--- src/hw/pack_monitor_map.svh ---
`ifndef PACK_MONITOR_MAP_SVH
`define PACK_MONITOR_MAP_SVH

// Register offsets on the serial link
`define ANALOG_OUT_CONTROL_ADDR 8'h03
`define FET_DRIVE_CONTROL_ADDR 8'h04

// Analog output control fields
`define USER_FLAG_HIGH_BIT 7
`define USER_FLAG_LOW_BIT 6
`define MONITOR_SELECT_MSB 3
`define MONITOR_SELECT_LSB 0

// FET drive control fields
`define FORCE_SLEEP_BIT 7
`define LOAD_MONITOR_BIT 6
`define CHARGE_SWITCH_BIT 1
`define DISCHARGE_SWITCH_BIT 0

// Reset values
`define ANALOG_OUT_CONTROL_RESET 8'h00
`define FET_DRIVE_CONTROL_RESET 8'h00

// Monitor selector codes
`define MONITOR_OFF 4'h0
`define MONITOR_CELL_LAST 4'h7
`define MONITOR_EXT_TEMP 4'h8
`define MONITOR_INT_TEMP 4'h9

// Serial link timing: bits per byte
`define BITS_PER_BYTE 4'h8

`endif

--- src/hw/pack_monitor_pkg.sv ---
package pack_monitor_pkg;

	typedef enum logic [3:0] {
		ST_IDLE,
		ST_ADDR,
		ST_ACK_ADDR,
		ST_PTR,
		ST_ACK_PTR,
		ST_WDATA,
		ST_ACK_DATA,
		ST_TX,
		ST_RACK
	} link_state_t;

	// Protection events and their auto-response disables
	typedef struct packed {
		logic charge_oc;
		logic discharge_oc;
		logic short_circuit;
	} fault_t;

	// Power-stage drive outputs
	typedef struct packed {
		logic regulator_output;
		logic load_monitor_circuit;
		logic charge_switch;
		logic discharge_switch;
	} drive_t;

	// Status-set pulses toward the status register
	typedef struct packed {
		logic charge_oc_set;
		logic discharge_oc_set;
		logic short_circuit_set;
	} status_set_t;

	typedef struct packed {
		link_state_t state;
		logic scl_q;
		logic sda_q;
		logic [3:0] bit_cnt;
		logic [7:0] shift;
		logic rw;
		logic nack;
		logic [7:0] ptr;
		logic sda_oe;
		logic user_flag_high;
		logic user_flag_low;
		logic [3:0] monitor_select;
		logic [3:0] monitor_out;
		logic sleep;
		logic load_monitor_enable;
		logic charge_switch_enable;
		logic discharge_switch_enable;
		logic balance_clear;
		fault_t fault_q;
		status_set_t status_set;
	} state_t;

endpackage

--- src/hw/pack_monitor_control_regs.sv ---
`timescale 1ns/1ps
`include "pack_monitor_map.svh"
module pack_monitor_control_regs #(
	parameter logic [6:0] DEVICE_ADDR = 7'h2A
) (
	// Clock and reset
	input wire logic CLOCK,
	input wire logic SYS_RST,
	// Serial register link
	input wire logic SCL,
	input wire logic SDA_IN,
	output logic SDA_OUT,
	output logic SDA_OE,
	// Protection events, auto-response disables and wake-up
	input wire pack_monitor_pkg::fault_t FAULT,
	input wire pack_monitor_pkg::fault_t AUTO_DISABLE,
	input wire logic WAKE,
	// Power stage and monitor
	output pack_monitor_pkg::drive_t DRIVE,
	output logic BALANCE_CLEAR,
	output logic [3:0] MONITOR_SOURCE,
	output logic USER_FLAG_HIGH,
	output logic USER_FLAG_LOW,
	// Status-set pulses
	output pack_monitor_pkg::status_set_t STATUS_SET
);
	import pack_monitor_pkg::*;

	state_t r;
	state_t next_r;
	logic scl_s;
	logic sda_s;
	logic wake_s;
	fault_t fault_s;
	fault_t disable_s;
	logic scl_rise;
	logic scl_fall;
	logic start_seen;
	logic stop_seen;
	// Named copies so single fields of the reset words can be selected
	localparam logic [7:0] analog_reset_value = `ANALOG_OUT_CONTROL_RESET;
	localparam logic [7:0] fet_reset_value = `FET_DRIVE_CONTROL_RESET;

	// Every pin from outside the clock domain is synchronised
	pin_sync #(
		.WIDTH(9),
		.INIT(9'h180)
	) u_sync (
		.clk(CLOCK),
		.rst(SYS_RST),
		.d({SCL, SDA_IN, WAKE, FAULT, AUTO_DISABLE}),
		.q({scl_s, sda_s, wake_s, fault_s, disable_s})
	);

	function automatic logic [7:0] read_reg(input state_t s,
			input logic [7:0] a);
		case (a)
			`ANALOG_OUT_CONTROL_ADDR: read_reg = {s.user_flag_high,
				s.user_flag_low, 2'h0, s.monitor_select};
			`FET_DRIVE_CONTROL_ADDR: read_reg = {s.sleep,
				s.load_monitor_enable, 4'h0,
				s.charge_switch_enable, s.discharge_switch_enable};
			default: read_reg = 8'h00;
		endcase
	endfunction

	function automatic state_t write_reg(input state_t s,
			input logic [7:0] a, input logic [7:0] d);
		state_t w;
		w = s;
		case (a)
			`ANALOG_OUT_CONTROL_ADDR: begin
				w.user_flag_high = d[`USER_FLAG_HIGH_BIT];
				w.user_flag_low = d[`USER_FLAG_LOW_BIT];
				w.monitor_select =
					d[`MONITOR_SELECT_MSB:`MONITOR_SELECT_LSB];
			end
			`FET_DRIVE_CONTROL_ADDR: begin
				w.load_monitor_enable = d[`LOAD_MONITOR_BIT];
				w.charge_switch_enable = d[`CHARGE_SWITCH_BIT];
				w.discharge_switch_enable =
					d[`DISCHARGE_SWITCH_BIT];
				if (d[`FORCE_SLEEP_BIT] && !s.sleep) begin
					w.sleep = 1'b1;
					w.balance_clear = 1'b1;
				end
			end
			default: w = s;
		endcase
		return w;
	endfunction

	function automatic logic [3:0] monitor_route(input logic [3:0] sel);
		if (sel <= `MONITOR_INT_TEMP)
			monitor_route = sel;
		else
			monitor_route = `MONITOR_OFF;
	endfunction

	assign scl_rise = scl_s && !r.scl_q;
	assign scl_fall = !scl_s && r.scl_q;
	assign start_seen = scl_s && r.scl_q && r.sda_q && !sda_s;
	assign stop_seen = scl_s && r.scl_q && !r.sda_q && sda_s;

	always_comb begin
		next_r = r;
		next_r.scl_q = scl_s;
		next_r.sda_q = sda_s;
		next_r.balance_clear = 1'b0;
		if (start_seen) begin
			next_r.state = ST_ADDR;
			next_r.bit_cnt = 4'h0;
			next_r.sda_oe = 1'b0;
		end else if (stop_seen) begin
			next_r.state = ST_IDLE;
			next_r.sda_oe = 1'b0;
		end else begin
			case (r.state)
				ST_IDLE: begin
					next_r.sda_oe = 1'b0;
				end
				ST_ADDR, ST_PTR, ST_WDATA: begin
					if (scl_rise) begin
						next_r.shift = {r.shift[6:0], sda_s};
						next_r.bit_cnt = r.bit_cnt + 4'h1;
					end else if (scl_fall &&
							r.bit_cnt == `BITS_PER_BYTE) begin
						next_r.sda_oe = 1'b1;
						if (r.state == ST_ADDR) begin
							if (r.shift[7:1] == DEVICE_ADDR) begin
								next_r.rw = r.shift[0];
								next_r.state = ST_ACK_ADDR;
							end else begin
								next_r.sda_oe = 1'b0;
								next_r.state = ST_IDLE;
							end
						end else if (r.state == ST_PTR) begin
							next_r.ptr = r.shift;
							next_r.state = ST_ACK_PTR;
						end else begin
							next_r = write_reg(next_r, r.ptr, r.shift);
							next_r.ptr = r.ptr + 8'h01;
							next_r.state = ST_ACK_DATA;
						end
					end
				end
				ST_ACK_ADDR: begin
					if (scl_fall) begin
						next_r.bit_cnt = 4'h0;
						if (r.rw) begin
							next_r.shift = read_reg(r, r.ptr);
							next_r.sda_oe = !next_r.shift[7];
							next_r.ptr = r.ptr + 8'h01;
							next_r.state = ST_TX;
						end else begin
							next_r.sda_oe = 1'b0;
							next_r.state = ST_PTR;
						end
					end
				end
				ST_ACK_PTR, ST_ACK_DATA: begin
					if (scl_fall) begin
						next_r.sda_oe = 1'b0;
						next_r.bit_cnt = 4'h0;
						next_r.state = ST_WDATA;
					end
				end
				ST_TX: begin
					if (scl_rise) begin
						next_r.bit_cnt = r.bit_cnt + 4'h1;
					end else if (scl_fall) begin
						if (r.bit_cnt == `BITS_PER_BYTE) begin
							next_r.sda_oe = 1'b0;
							next_r.state = ST_RACK;
						end else begin
							next_r.shift = {r.shift[6:0], 1'b1};
							next_r.sda_oe = !r.shift[6];
						end
					end
				end
				ST_RACK: begin
					if (scl_rise) begin
						next_r.nack = sda_s;
					end else if (scl_fall) begin
						if (r.nack) begin
							next_r.state = ST_IDLE;
						end else begin
							next_r.shift = read_reg(r, r.ptr);
							next_r.sda_oe = !next_r.shift[7];
							next_r.ptr = r.ptr + 8'h01;
							next_r.bit_cnt = 4'h0;
							next_r.state = ST_TX;
						end
					end
				end
				default: begin
					next_r.state = ST_IDLE;
					next_r.sda_oe = 1'b0;
				end
			endcase
		end

		// Hardware clears win over a software write in the same cycle,
		// so a fault can never be overridden by a racing register write
		if (fault_s.charge_oc && !disable_s.charge_oc)
			next_r.charge_switch_enable = 1'b0;
		if ((fault_s.discharge_oc && !disable_s.discharge_oc) ||
				(fault_s.short_circuit && !disable_s.short_circuit))
			next_r.discharge_switch_enable = 1'b0;

		// Sleep holds both switches off; selector and flags persist
		if (next_r.sleep) begin
			next_r.charge_switch_enable = 1'b0;
			next_r.discharge_switch_enable = 1'b0;
		end
		if (wake_s)
			next_r.sleep = 1'b0;

		// Status pulses fire on each new event, disabled or not
		next_r.fault_q = fault_s;
		next_r.status_set.charge_oc_set =
			fault_s.charge_oc && !r.fault_q.charge_oc;
		next_r.status_set.discharge_oc_set =
			fault_s.discharge_oc && !r.fault_q.discharge_oc;
		next_r.status_set.short_circuit_set =
			fault_s.short_circuit && !r.fault_q.short_circuit;

		next_r.monitor_out = monitor_route(next_r.monitor_select);

		if (SYS_RST) begin
			next_r = '0;
			next_r.state = ST_IDLE;
			next_r.scl_q = 1'b1;
			next_r.sda_q = 1'b1;
			{next_r.user_flag_high, next_r.user_flag_low, next_r.monitor_select}
				= {analog_reset_value[7:6], analog_reset_value[3:0]};
			{next_r.sleep, next_r.load_monitor_enable}
				= fet_reset_value[7:6];
			{next_r.charge_switch_enable, next_r.discharge_switch_enable}
				= fet_reset_value[1:0];
		end
	end

	always_ff @(posedge CLOCK) begin
		r <= next_r;
	end

	// The link only ever pulls low
	assign SDA_OUT = 1'b0;
	assign SDA_OE = r.sda_oe;
	assign DRIVE.regulator_output = !r.sleep;
	assign DRIVE.load_monitor_circuit = r.load_monitor_enable;
	assign DRIVE.charge_switch = r.charge_switch_enable;
	assign DRIVE.discharge_switch = r.discharge_switch_enable;
	assign BALANCE_CLEAR = r.balance_clear;
	assign MONITOR_SOURCE = r.monitor_out;
	assign USER_FLAG_HIGH = r.user_flag_high;
	assign USER_FLAG_LOW = r.user_flag_low;
	assign STATUS_SET = r.status_set;
endmodule // pack_monitor_control_regs

--- src/hw/pin_sync.sv ---
`timescale 1ns/1ps
module pin_sync #(
	parameter int WIDTH = 1,
	parameter logic [WIDTH-1:0] INIT = '0
) (
	// Clock and reset
	input wire logic clk,
	input wire logic rst,
	// Pins in, synchronised levels out
	input wire logic [WIDTH-1:0] d,
	output logic [WIDTH-1:0] q
);
	logic [WIDTH-1:0] stage1;

	always_ff @(posedge clk) begin
		if (rst) begin
			stage1 <= INIT;
			q <= INIT;
		end else begin
			stage1 <= d;
			q <= stage1;
		end
	end
endmodule // pin_sync

--- config.mk ---
export PLATFORM = sky130hd
export DESIGN_NAME = pack_monitor_control_regs
export DESIGN_NICKNAME = d
export VERILOG_FILES = /design/src/hw/pack_monitor_pkg.sv /design/src/hw/pack_monitor_control_regs.sv /design/src/hw/pin_sync.sv
export VERILOG_INCLUDE_DIRS = /design/src /design/src/hw
export SDC_FILE = /design/constraint.sdc
export NUM_CORES = 1
export LEC_CHECK = 0
export ABC_CLOCK_PERIOD_IN_PS = 2600
export BUFFER_PORTS_ARGS = -buffer_cell sky130_fd_sc_hd__buf_2
export CAP_MARGIN = 5
export CORE_ASPECT_RATIO = 1.4
export CORE_MARGIN = 1
export CORE_UTILIZATION = 55
export DETAILED_ROUTE_END_ITERATION = 12
export PLACE_DENSITY_LB_ADDON = 0.2
export SLEW_MARGIN = 40
export SYNTH_ARGS = -nofsm -noshare
export SYNTH_HDL_FRONTEND = slang
export SYNTH_SLANG_ARGS = --single-unit
--- constraint.sdc ---
create_clock -name CLOCK -period 2.6 [get_ports CLOCK]
set_input_delay 0.65 -clock CLOCK [delete_from_list [all_inputs] [get_ports CLOCK]]
set_output_delay 0.65 -clock CLOCK [all_outputs]
set_load 0.01 [all_outputs]
==> flow_summary.ini, run 1 <==
[synth]
ys_ff_latch = 68
synth_cell_types = 66
ys_seq_area_share_pct = 39.8
yosysWarnings = 0
synth.avg_cell_area_um2 = 8.50
syn_inst = 402
synth-edff-count = 0
async_flop_share_pct = 0
syn-cell-area_mm2 = 0.00342
synth_ff_type = dfxtp_1
syn-num-nets = 417

[clocking]
cts_buffers = 9
cts_resized = 0
cts_tree = done
postCtsSetupBuffers = 0
clock_latency_ps = 360
htree_levels = 3
cts_hold_buf = 0
clock_path_buffers = 2
cts_sinks = 68
cts-root-buf = clkbuf_8
path_clk_slew_ps = 80

[place]
routabilityCongestion = 0.925
dpl.hpwl_um = 6020
io_buffers = 25
dp.cells = 479

[sta]
fin_setup_tns_ps = 0
hold_violations = 0
slew_viol_final = 0
period_share_pct = 92.9
final.setup_skew_ps = 8.62
fin_crit_ps = 2410
max_freq_ghz = 0.414
finalSetupViolCount = 0
max_slew.worst_pin.slew_ps = 681
relSlewSlack_pct = 54.2
rsz0062_at_grt = false

[power_and_ir_drop]
peakVddDrop_mv = 0.463
p_leak_uw = 0.00140
power_density_mw_per_mm2 = 559

[worst_setup_path]
reg2regPathDepth = 5
r2r_slack_ps = 190
crit_required_ps = 2860
worstSetupStartpointType = register
r2r-end = r[26]
critPathMaxFanout = 17
crit_type = reg -> reg
r2r_start = r[49]
critPathCaptureType = register
worstPathArrival_ps = 2680

[floorplan]
row_count = 33
io_pins = 27
start_util_pct = 57.9
die_w_um = 68.6
die_area_mm2 = 0.00654
die_h_um = 95.3
coreArea_mm2 = 0.00590

[finish]
layout_common_cells = dfxtp_1 (68), nor2_1 (32), o21ai_0 (27)
diodes = 0
area_delta_synth_final_pct = 10.3
fin_nets = 435
final_common_cell = dfxtp_1
fin_cells = 495
drive_above_1_share_pct = 16.7

[worst_hold_path]
min_path_cells = 1
holdPathEnd = STATUS_SET[0]
hold_class = reg -> reg
worstHoldStart = r[3]

[outcome]
run_status = finished, final reports clean

[detailed_routing]
wirelength_um = 8290
drt_iter0_drc = 125
routed_via_density = 6.14
drt-wirelength-per-cell_um = 16.7
dr_total_vias = 3040
ant_nets = 0
post-route-drc-count = 0
first_pass_iters = 4

[global_routing]
antenna_found_initial = 0
grt_pass1_vias = 2911
grt_start_max_net_pins = 59
grt-ovfl-total = 0
grt_pass1_wl_um = 13500
grt_usage_pct = 28.5

[run]
max-cap-violations = 0
==> worst max-delay path by stage <==
stage                     cells after the start  slack (ps)     to  startpoint
final                                         5         190  r[26]       r[49]
after global routing                          5          10  r[38]       r[27]
after CTS                                     5         200  r[26]       r[49]
after detailed placement                      5         250  r[29]       r[49]
after global placement                        5         230  r[26]       r[49]
after floorplan                               6         410  r[18]       r[26]
==> report_power, final <==
group          internal (uW)  switching [uW]
combinational           54.2            81.6
clock                    451             432
sequential              1070            23.8
==> Yosys cell counts, types with 4 or more instances <==
library cell  count  area share [%]
dfxtp_1          68              40
nor2_1           32             3.5
o21ai_0          27             4.0
a21oi_1          25             3.7
nor2b_1          23             4.2
nand2_1          18             2.0
clkbuf_1         15             1.6
inv_1            14             1.5
nand3_1          14             2.1
nor3_1           12             1.8
a211oi_1         11             2.4
buf_4            11             2.4
mux2i_1          10             2.9
a31oi_1           9             1.6
nand2b_1          9             1.6
nand4_1           9             1.6
or2_2             7             1.3
a221oi_1          5             1.3
and2_1            5            0.92
o31ai_1           5             1.1
buf_1             4            0.44
ha_1              4             1.5
nand3b_1          4            0.88
==> state kept, by name, summed over array words and instances, names as in the netlist <==
| name | cells |
|---|---|
| r | 36 |
| u_sync.q | 9 |
| u_sync.stage1 | 9 |
| MONITOR_SOURCE | 4 |
| DRIVE | 3 |
| STATUS_SET | 3 |
| BALANCE_CLEAR | 1 |
| SDA_OE | 1 |
| USER_FLAG_HIGH | 1 |
| USER_FLAG_LOW | 1 |
==> cell families (layout without fill, tap and decap cells) <==
logic type | count (synthesis) | count (layout) | share of synthesized area [%]
multiplexers | 11 | 11 | 3.37
XOR/XNOR | 1 | 1 | 0.256
adder cells (fa/ha/maj) | 4 | 4 | 1.46
buffers and inverters | 48 | 71 | 6.81
flip-flops | 68 | 68 | 39.8
AO/OA/AOI/OAI | 115 | 115 | 22.9
other | 1 | 1 | 0.110
AND/OR/NAND/NOR | 154 | 154 | 25.3
==> layer usage <==
layer / vias to the layer above / track usage [%] / share of wire, %
li1: 1488 / - / -
met1: 1437 / 32.7 / 42
met5: - / 0 / 0
met3: 24 / 5.62 / 4.0
met2: 91 / 46.9 / 50
met4: 0 / 18.2 / 4.0
==> metrics by stage <==
step	setup slack, ps	cell area, um^2	util [%]	total power [uW]	hold WS [ps]
2_1_floorplan	412	3420	-	1200	367
5_1_grt	14.8	3770	63.8	2180	413
4_1_cts	202	3770	63.8	2120	386
3_3_place_gp	228	3570	60.5	1250	370
6_report	185	3770	63.8	2110	385
3_5_place_dp	245	3570	60.5	1250	379
==> area by class of cell <==
cell class	instances	area, um^2
Fill cell	526	2140
Timing Repair Buffer	41	245
Inverter	14	52.6
Clock buffer	10	128
Multi-Input combinational cell	286	1820
Clock inverter	6	71.3
Tap cell	70	87.6
Sequential cell	68	1360
==> worst max-delay path, stage by stage, from the launching register on <==
cell and delay [ps]:
dfxtp_1 650, or4b_2 760, o31a_1 180, o2111ai_2 280
nor2_1 160, a221oi_1 290
Power figures use the tool's default switching activity.
==> run 2, diff against run 1 <==
--- a/config.mk
+++ b/config.mk
@@ -6,6 +6,7 @@
 export SDC_FILE = /design/constraint.sdc
 export NUM_CORES = 1
 export LEC_CHECK = 0
+export ABC_AREA = 1
 export ABC_CLOCK_PERIOD_IN_PS = 2600
 export BUFFER_PORTS_ARGS = -buffer_cell sky130_fd_sc_hd__buf_2
 export CAP_MARGIN = 5
==> run 2 against run 1 <==
Compared with the run above: final cell count grew 21%; combinational power grew 110%; power rose by 6.8%; flip-flop and latch count unchanged; non-clock buffer count fell by 15; clock-buffer cell count up 1; via count increased by 2.9%; sequential share of layout area up 0.97 points; synthesized cell count increased by 28%; critical path type unchanged; critical endpoint is now MONITOR_SOURCE[0]; largest power group unchanged; highest routed layer unchanged.
==> flow_summary.ini, run 2 <==
[run]
max-cap-violations = 0

[clocking]
cts_hold_buf = 0
clock_path_buffers = 2
cts_resized = 0
cts_sinks = 68
clock_latency_ps = 340
cts_tree = done
htree_levels = 3
postCtsSetupBuffers = 0
cts_buffers = 9
cts-root-buf = clkbuf_8
path_clk_slew_ps = 70

[worst_setup_path]
cp.buffers_inverters = 0
reg2regPathDepth = 7
worstPathArrival_ps = 2190
worstSetupStartpointType = register
r2r_slack_ps = 640
crit_required_ps = 2820
path_cells = nand2_2, nor2_2, nand2_1, nor2_4, nand2_2, o21ai_1, a21oi_1
cp_slowest_stage_delay_ps = 510
critPathMaxFanout = 8
crit_type = reg -> reg
critPathTopFamily = simple AND/OR/NAND/NOR gates
slowest_stage = dfxtp_1
r2r-end = MONITOR_SOURCE[0]
critPathCaptureType = register
r2r_start = r[46]
timing.critical_path.mode_cell = nand2_2

[detailed_routing]
drt_iter0_drc = 151
dr_total_vias = 3128
first_pass_iters = 6
wirelength_um = 7770
ant_nets = 0
routed_via_density = 5.21
drt-wirelength-per-cell_um = 12.9
post-route-drc-count = 0

[worst_hold_path]
hold_class = reg -> reg
min_path_cells = 1
holdPathEnd = r[10]
worstHoldStart = u_sync.q[6]

[finish]
largest_register_ffs = 36
layout_common_cells = nand2_1 (122), inv_1 (73), nor2_1 (73)
fin_nets = 541
largest-register = r
final_common_cell = nand2_1
diodes = 0
drive_above_1_share_pct = 12.6
top_regs = r: 36 flops, u_sync.q: 9 flops, u_sync.stage1: 9 flops
area_delta_synth_final_pct = 6.77

[power_and_ir_drop]
peakVddDrop_mv = 0.634
p_leak_uw = 0.00182
power_density_mw_per_mm2 = 613

[synth]
syn-cell-area_mm2 = 0.00344
synth.avg_cell_area_um2 = 6.69
ys_seq_area_share_pct = 39.6
syn_inst = 514
ys_ff_latch = 68
synth_ff_type = dfxtp_1
syn-num-nets = 529
synth_cell_types = 30
yosysWarnings = 0
netlist_top_cells_area = dfxtp_1 (40%), nand2_1 (13%), inv_1 (8.0%)
yosys.area.top_type = dfxtp_1
synth_top_cell_area_share_pct = 39.6
synth-edff-count = 0
async_flop_share_pct = 0
synth.most_common_cell = nand2_1
synth_common_cells = nand2_1 (122), inv_1 (73), nor2_1 (73)

[global_routing]
antenna_found_initial = 0
grt_usage_pct = 26.6
grt_pass1_vias = 2922
grt_pass1_wl_um = 12700
grt-ovfl-total = 0
grt_start_max_net_pins = 44

[sta]
fin_ws_ps = 637
rsz0062_at_grt = false
final.setup_skew_ps = 3.46
slew_viol_final = 0
max_slew.worst_pin.slew_ps = 592
relSlewSlack_pct = 60.5
fin_setup_tns_ps = 0
hold_violations = 0
finalSetupViolCount = 0
max_freq_ghz = 0.509
period_share_pct = 75.5
fin_crit_ps = 1960

[floorplan]
row_count = 33
start_util_pct = 57.8
die_w_um = 68.8
coreArea_mm2 = 0.00595
io_pins = 27
die_h_um = 95.5
die_area_mm2 = 0.00657

[place]
routabilityCongestion = 0.933
io_buffers = 25
dpl.hpwl_um = 5750
dpl_worst_slack_ps = 672

[outcome]
run_status = finished, final reports clean
-- run 2: changes by cell type after synthesis, sizes merged, moves of 10 or more --
cell,delta
a211oi,-10
inv,+62
mux2i,-10
nand2,+109
nand3,+25
nor2,+53
nor2b,-23
-- run 2: layout make-up --
type | instances | area [um^2]
clock inverters | 4 | 51.3
clock buffers | 11 | 131
fillers | 592 | 2280
multi-input cells | 345 | 1620
inverters | 76 | 285
repair buffers | 26 | 133
flip-flops and latches | 68 | 1360
well taps | 70 | 87.6
-- run 2: worst register-to-register path, delay by kind of cell, from the launching register on --
kind	cells	cell delay [ps]
compound gates	2	350
flops	1	510
simple gates	5	990
-- run 2: kinds of logic after synthesis --
family / Yosys count / share of synthesized area, %
AO/OA/AOI/OAI: 57 / 8.88
AND/OR/NAND/NOR: 280 / 35.9
flip-flops: 68 / 39.6
buffers and inverters: 101 / 13.3
adder cells (fa/ha/maj): 4 / 1.46
XOR/XNOR: 3 / 0.765
other: 1 / 0.109
-- run 2: how the worst max path moves through the flow --
stage / from / endpoint / slack [ps] / cells after the start
2_1_floorplan: r[40] / r[23] / 980 / 12
3_3_place_gp: r[46] / MONITOR_SOURCE[0] / 660 / 7
3_5_place_dp: r[46] / MONITOR_SOURCE[3] / 670 / 9
4_1_cts: r[46] / MONITOR_SOURCE[3] / 650 / 9
5_1_grt: r[48] / MONITOR_SOURCE[3] / 490 / 9
6_report: r[46] / MONITOR_SOURCE[0] / 640 / 7
-- run 2: per-layer routing --
metal	GRT usage [%]	vias to the layer above	part of all wire [%]
met2	47.1	70	51
met5	0	-	0
met4	14.3	0	3.4
met1	28.1	1412	42
li1	-	1620	-
met3	6.58	26	3.1
-- run 2: through the flow --
step                      hold slack, ps  utilization (%)  cell area [um^2]  power (uW)  cells
final                                378             61.7              3670        2250    600
after global routing                 405             61.7              3670        2370    600
after CTS                            386             61.7              3670        2270    600
after detailed placement             375             58.6              3490        1440    585
after global placement               370             58.6              3490        1440    585
after floorplan                      367                -              3440        1390    514
-- run 2: report_power, final --
part | total [uW] | internal (uW) | switching (uW)
registers | 1130 | 1090 | 44.7
logic | 287 | 95.1 | 192
clock network | 832 | 438 | 393
total | 2250 | 1620 | 630
==> run 3, diff against run 2 <==
--- a/config.mk
+++ b/config.mk
@@ -6,8 +6,8 @@
 export SDC_FILE = /design/constraint.sdc
 export NUM_CORES = 1
 export LEC_CHECK = 0
-export ABC_AREA = 1
-export ABC_CLOCK_PERIOD_IN_PS = 2600
+export ABC_AREA = 0
+export ABC_CLOCK_PERIOD_IN_PS = 1900
 export BUFFER_PORTS_ARGS = -buffer_cell sky130_fd_sc_hd__buf_2
 export CAP_MARGIN = 5
 export CORE_ASPECT_RATIO = 1.4
==> constraint.sdc (replaced) <==
create_clock -name CLOCK -period 1.9 [get_ports CLOCK]
set_input_delay 0.475 -clock CLOCK [delete_from_list [all_inputs] [get_ports CLOCK]]
set_output_delay 0.475 -clock CLOCK [all_outputs]
set_load 0.01 [all_outputs]
==> run 3 against run 2 <==
Compared with the run above: the run now ends with negative setup slack left; core utilization is 18 points higher; sequential power is 31% higher; clock-buffer cell count is 2 lower; clock skew is 6.4 ps higher; design area is 28% higher; first-iteration DRC count is 110% higher; worst setup slack worse by 750 ps; flip-flop and latch count stayed put; register-to-register slack worse by 750 ps; hold slack worse by 74 ps; critical path depth is 2 lower; critical endpoint is now MONITOR_SOURCE[1].
==> flow_summary.ini, run 3 (same netlist as run 1, synthesis figures left out) <==
[outcome]
run_status = finished with violations
violations = negative setup slack

[worst_hold_path]
hold_class = in -> reg
min_path_cells = 2
holdPathEnd = u_sync.stage1[7]
worstHoldStart = SDA_IN

[clocking]
cts_buffers = 9
path_clk_slew_ps = 80
cts_sinks = 68
cts-root-buf = clkbuf_8
cts_hold_buf = 0
htree_levels = 3
clock_path_buffers = 2
clock_latency_ps = 350
cts_tree = done

[place]
routabilityCongestion = 0.941
io_buffers = 25
dpl-instance-area_mm2 = 0.00404
dpl_worst_slack_ps = -241
dpl.hpwl_um = 6810

[worst_setup_path]
worstPathArrival_ps = 2290
r2r_start = r[26]
path_cells = or4_4, or2_4, nor3_4, mux2_4, nor3_2
crit_type = reg -> reg
r2r-end = MONITOR_SOURCE[1]
crit_required_ps = 2170
critPathCaptureType = register
critPathMaxFanout = 5
cp_slowest_stage_delay_ps = 540
r2r_slack_ps = -120
cp.buffers_inverters = 0
slowest_stage = or4_4
reg2regPathDepth = 5
worstSetupStartpointType = register
critPathTopFamily = simple AND/OR/NAND/NOR gates

[detailed_routing]
drt_iter0_drc = 322
first_pass_iters = 5
routed_via_density = 6.34
ant_nets = 0
post-route-drc-count = 0
drt-wirelength-per-cell_um = 19.1
dr_total_vias = 3535
wirelength_um = 10600

[sta]
rsz0062_at_grt = true
fin_crit_ps = 2020
slew_viol_final = 0
fin_ws_ps = -116
fin_hold_ws_ps = 304
period_share_pct = 106
finalSetupViolCount = 14
final.setup_skew_ps = 9.82
hold_violations = 0
max_freq_ghz = 0.496

[floorplan]
die_area_mm2 = 0.00654
row_count = 33
coreArea_mm2 = 0.00590
die_h_um = 95.3
io_pins = 27
die_w_um = 68.6
start_util_pct = 57.9

[finish]
seq_area_mm2 = 0.00138
area_delta_synth_final_pct = 37.9
n_fill_cell = 378
fin_nets = 499
fin_area_mm2 = 0.00471
top_regs = r: 36 flops, u_sync.q: 9 flops, u_sync.stage1: 9 flops
final_common_cell = buf_4
largest_register_ffs = 36
multiInputGateArea_mm2 = 0.00216
diodes = 0
largest-register = r
layout_common_cells = buf_4 (72), dfxtp_1 (61), nor2_1 (31)
drive_above_1_share_pct = 40.6

[global_routing]
grt_use_met3_pct = 8.61
grt-ovfl-total = 0
grt_pass1_vias = 3341
grt_pass1_wl_um = 15700
grt_usage_pct = 32.9
met2_usage_pct = 56.3
grt_use_met1_pct = 34.3
top_usage_layer = met2
grt_start_max_net_pins = 38
antenna_found_initial = 0

[power_and_ir_drop]
peakVddDrop_mv = 1.14
power_density_mw_per_mm2 = 708
p_leak_uw = 0.00185

[run]
max-cap-violations = 0
## run 3: changes by cell type in the layout (fill, tap and decap cells not counted), moves of 21 or more
| cell | change |
|---|---|
| nand3_1 | -27 |
| nor2b_1 | +21 |
| inv_1 | -61 |
| nor2_1 | -42 |
| nand2_1 | -106 |
| buf_4 | +71 |
## run 3: layout make-up
cell class / count / share of cell area (%)
clock inverters: 6 / 2.92
repair buffers: 105 / 16.4
inverters: 14 / 1.12
multi-input cells: 286 / 45.9
flip-flops and latches: 68 / 29.2
clock buffers: 9 / 2.63
well taps: 70 / 1.86
## run 3: worst max-delay path by stage
| stage | start | cells past startpoint | end |
|---|---|---|---|
| after floorplan | r[26] | 6 | r[18] |
| after CTS | r[26] | 6 | MONITOR_SOURCE[1] |
| final | r[26] | 5 | MONITOR_SOURCE[1] |
| after global placement | r[26] | 5 | r[18] |
| after global routing | r[26] | 5 | r[18] |
| after detailed placement | r[26] | 6 | MONITOR_SOURCE[1] |
## run 3: where the power goes
group	leakage (uW)	switching, uW	internal, uW
combinational	0.00116	164	121
clock	0.000129	574	1000
sequential	0.000557	19.9	1460
## run 3: through the flow
| stage | total power [uW] | utilization, % | setup TNS [ps] | std cells |
|---|---|---|---|---|
| finish | 3340 | 79.8 | -657 | 558 |
| global route | 3440 | 79.8 | -1980 | 558 |
| CTS | 3300 | 75.1 | -380 | 552 |
| detailed placement | 1750 | 68.5 | -3520 | 535 |
| global placement | 1750 | 68.5 | -2500 | 535 |
| floorplan | 1650 | - | -1070 | 402 |
## run 3: per-layer routing
metal	share of wire [%]	wire (um)
met5	0	0
met4	5.0	535
met3	5.9	624
met2	52	5480
met1	38	4000
## run 3: timing repair
action,CTS,global route
setup endpoints to repair,32,37
pin swaps,8,22
gates resized for setup,30,51
buffers inserted,3,7
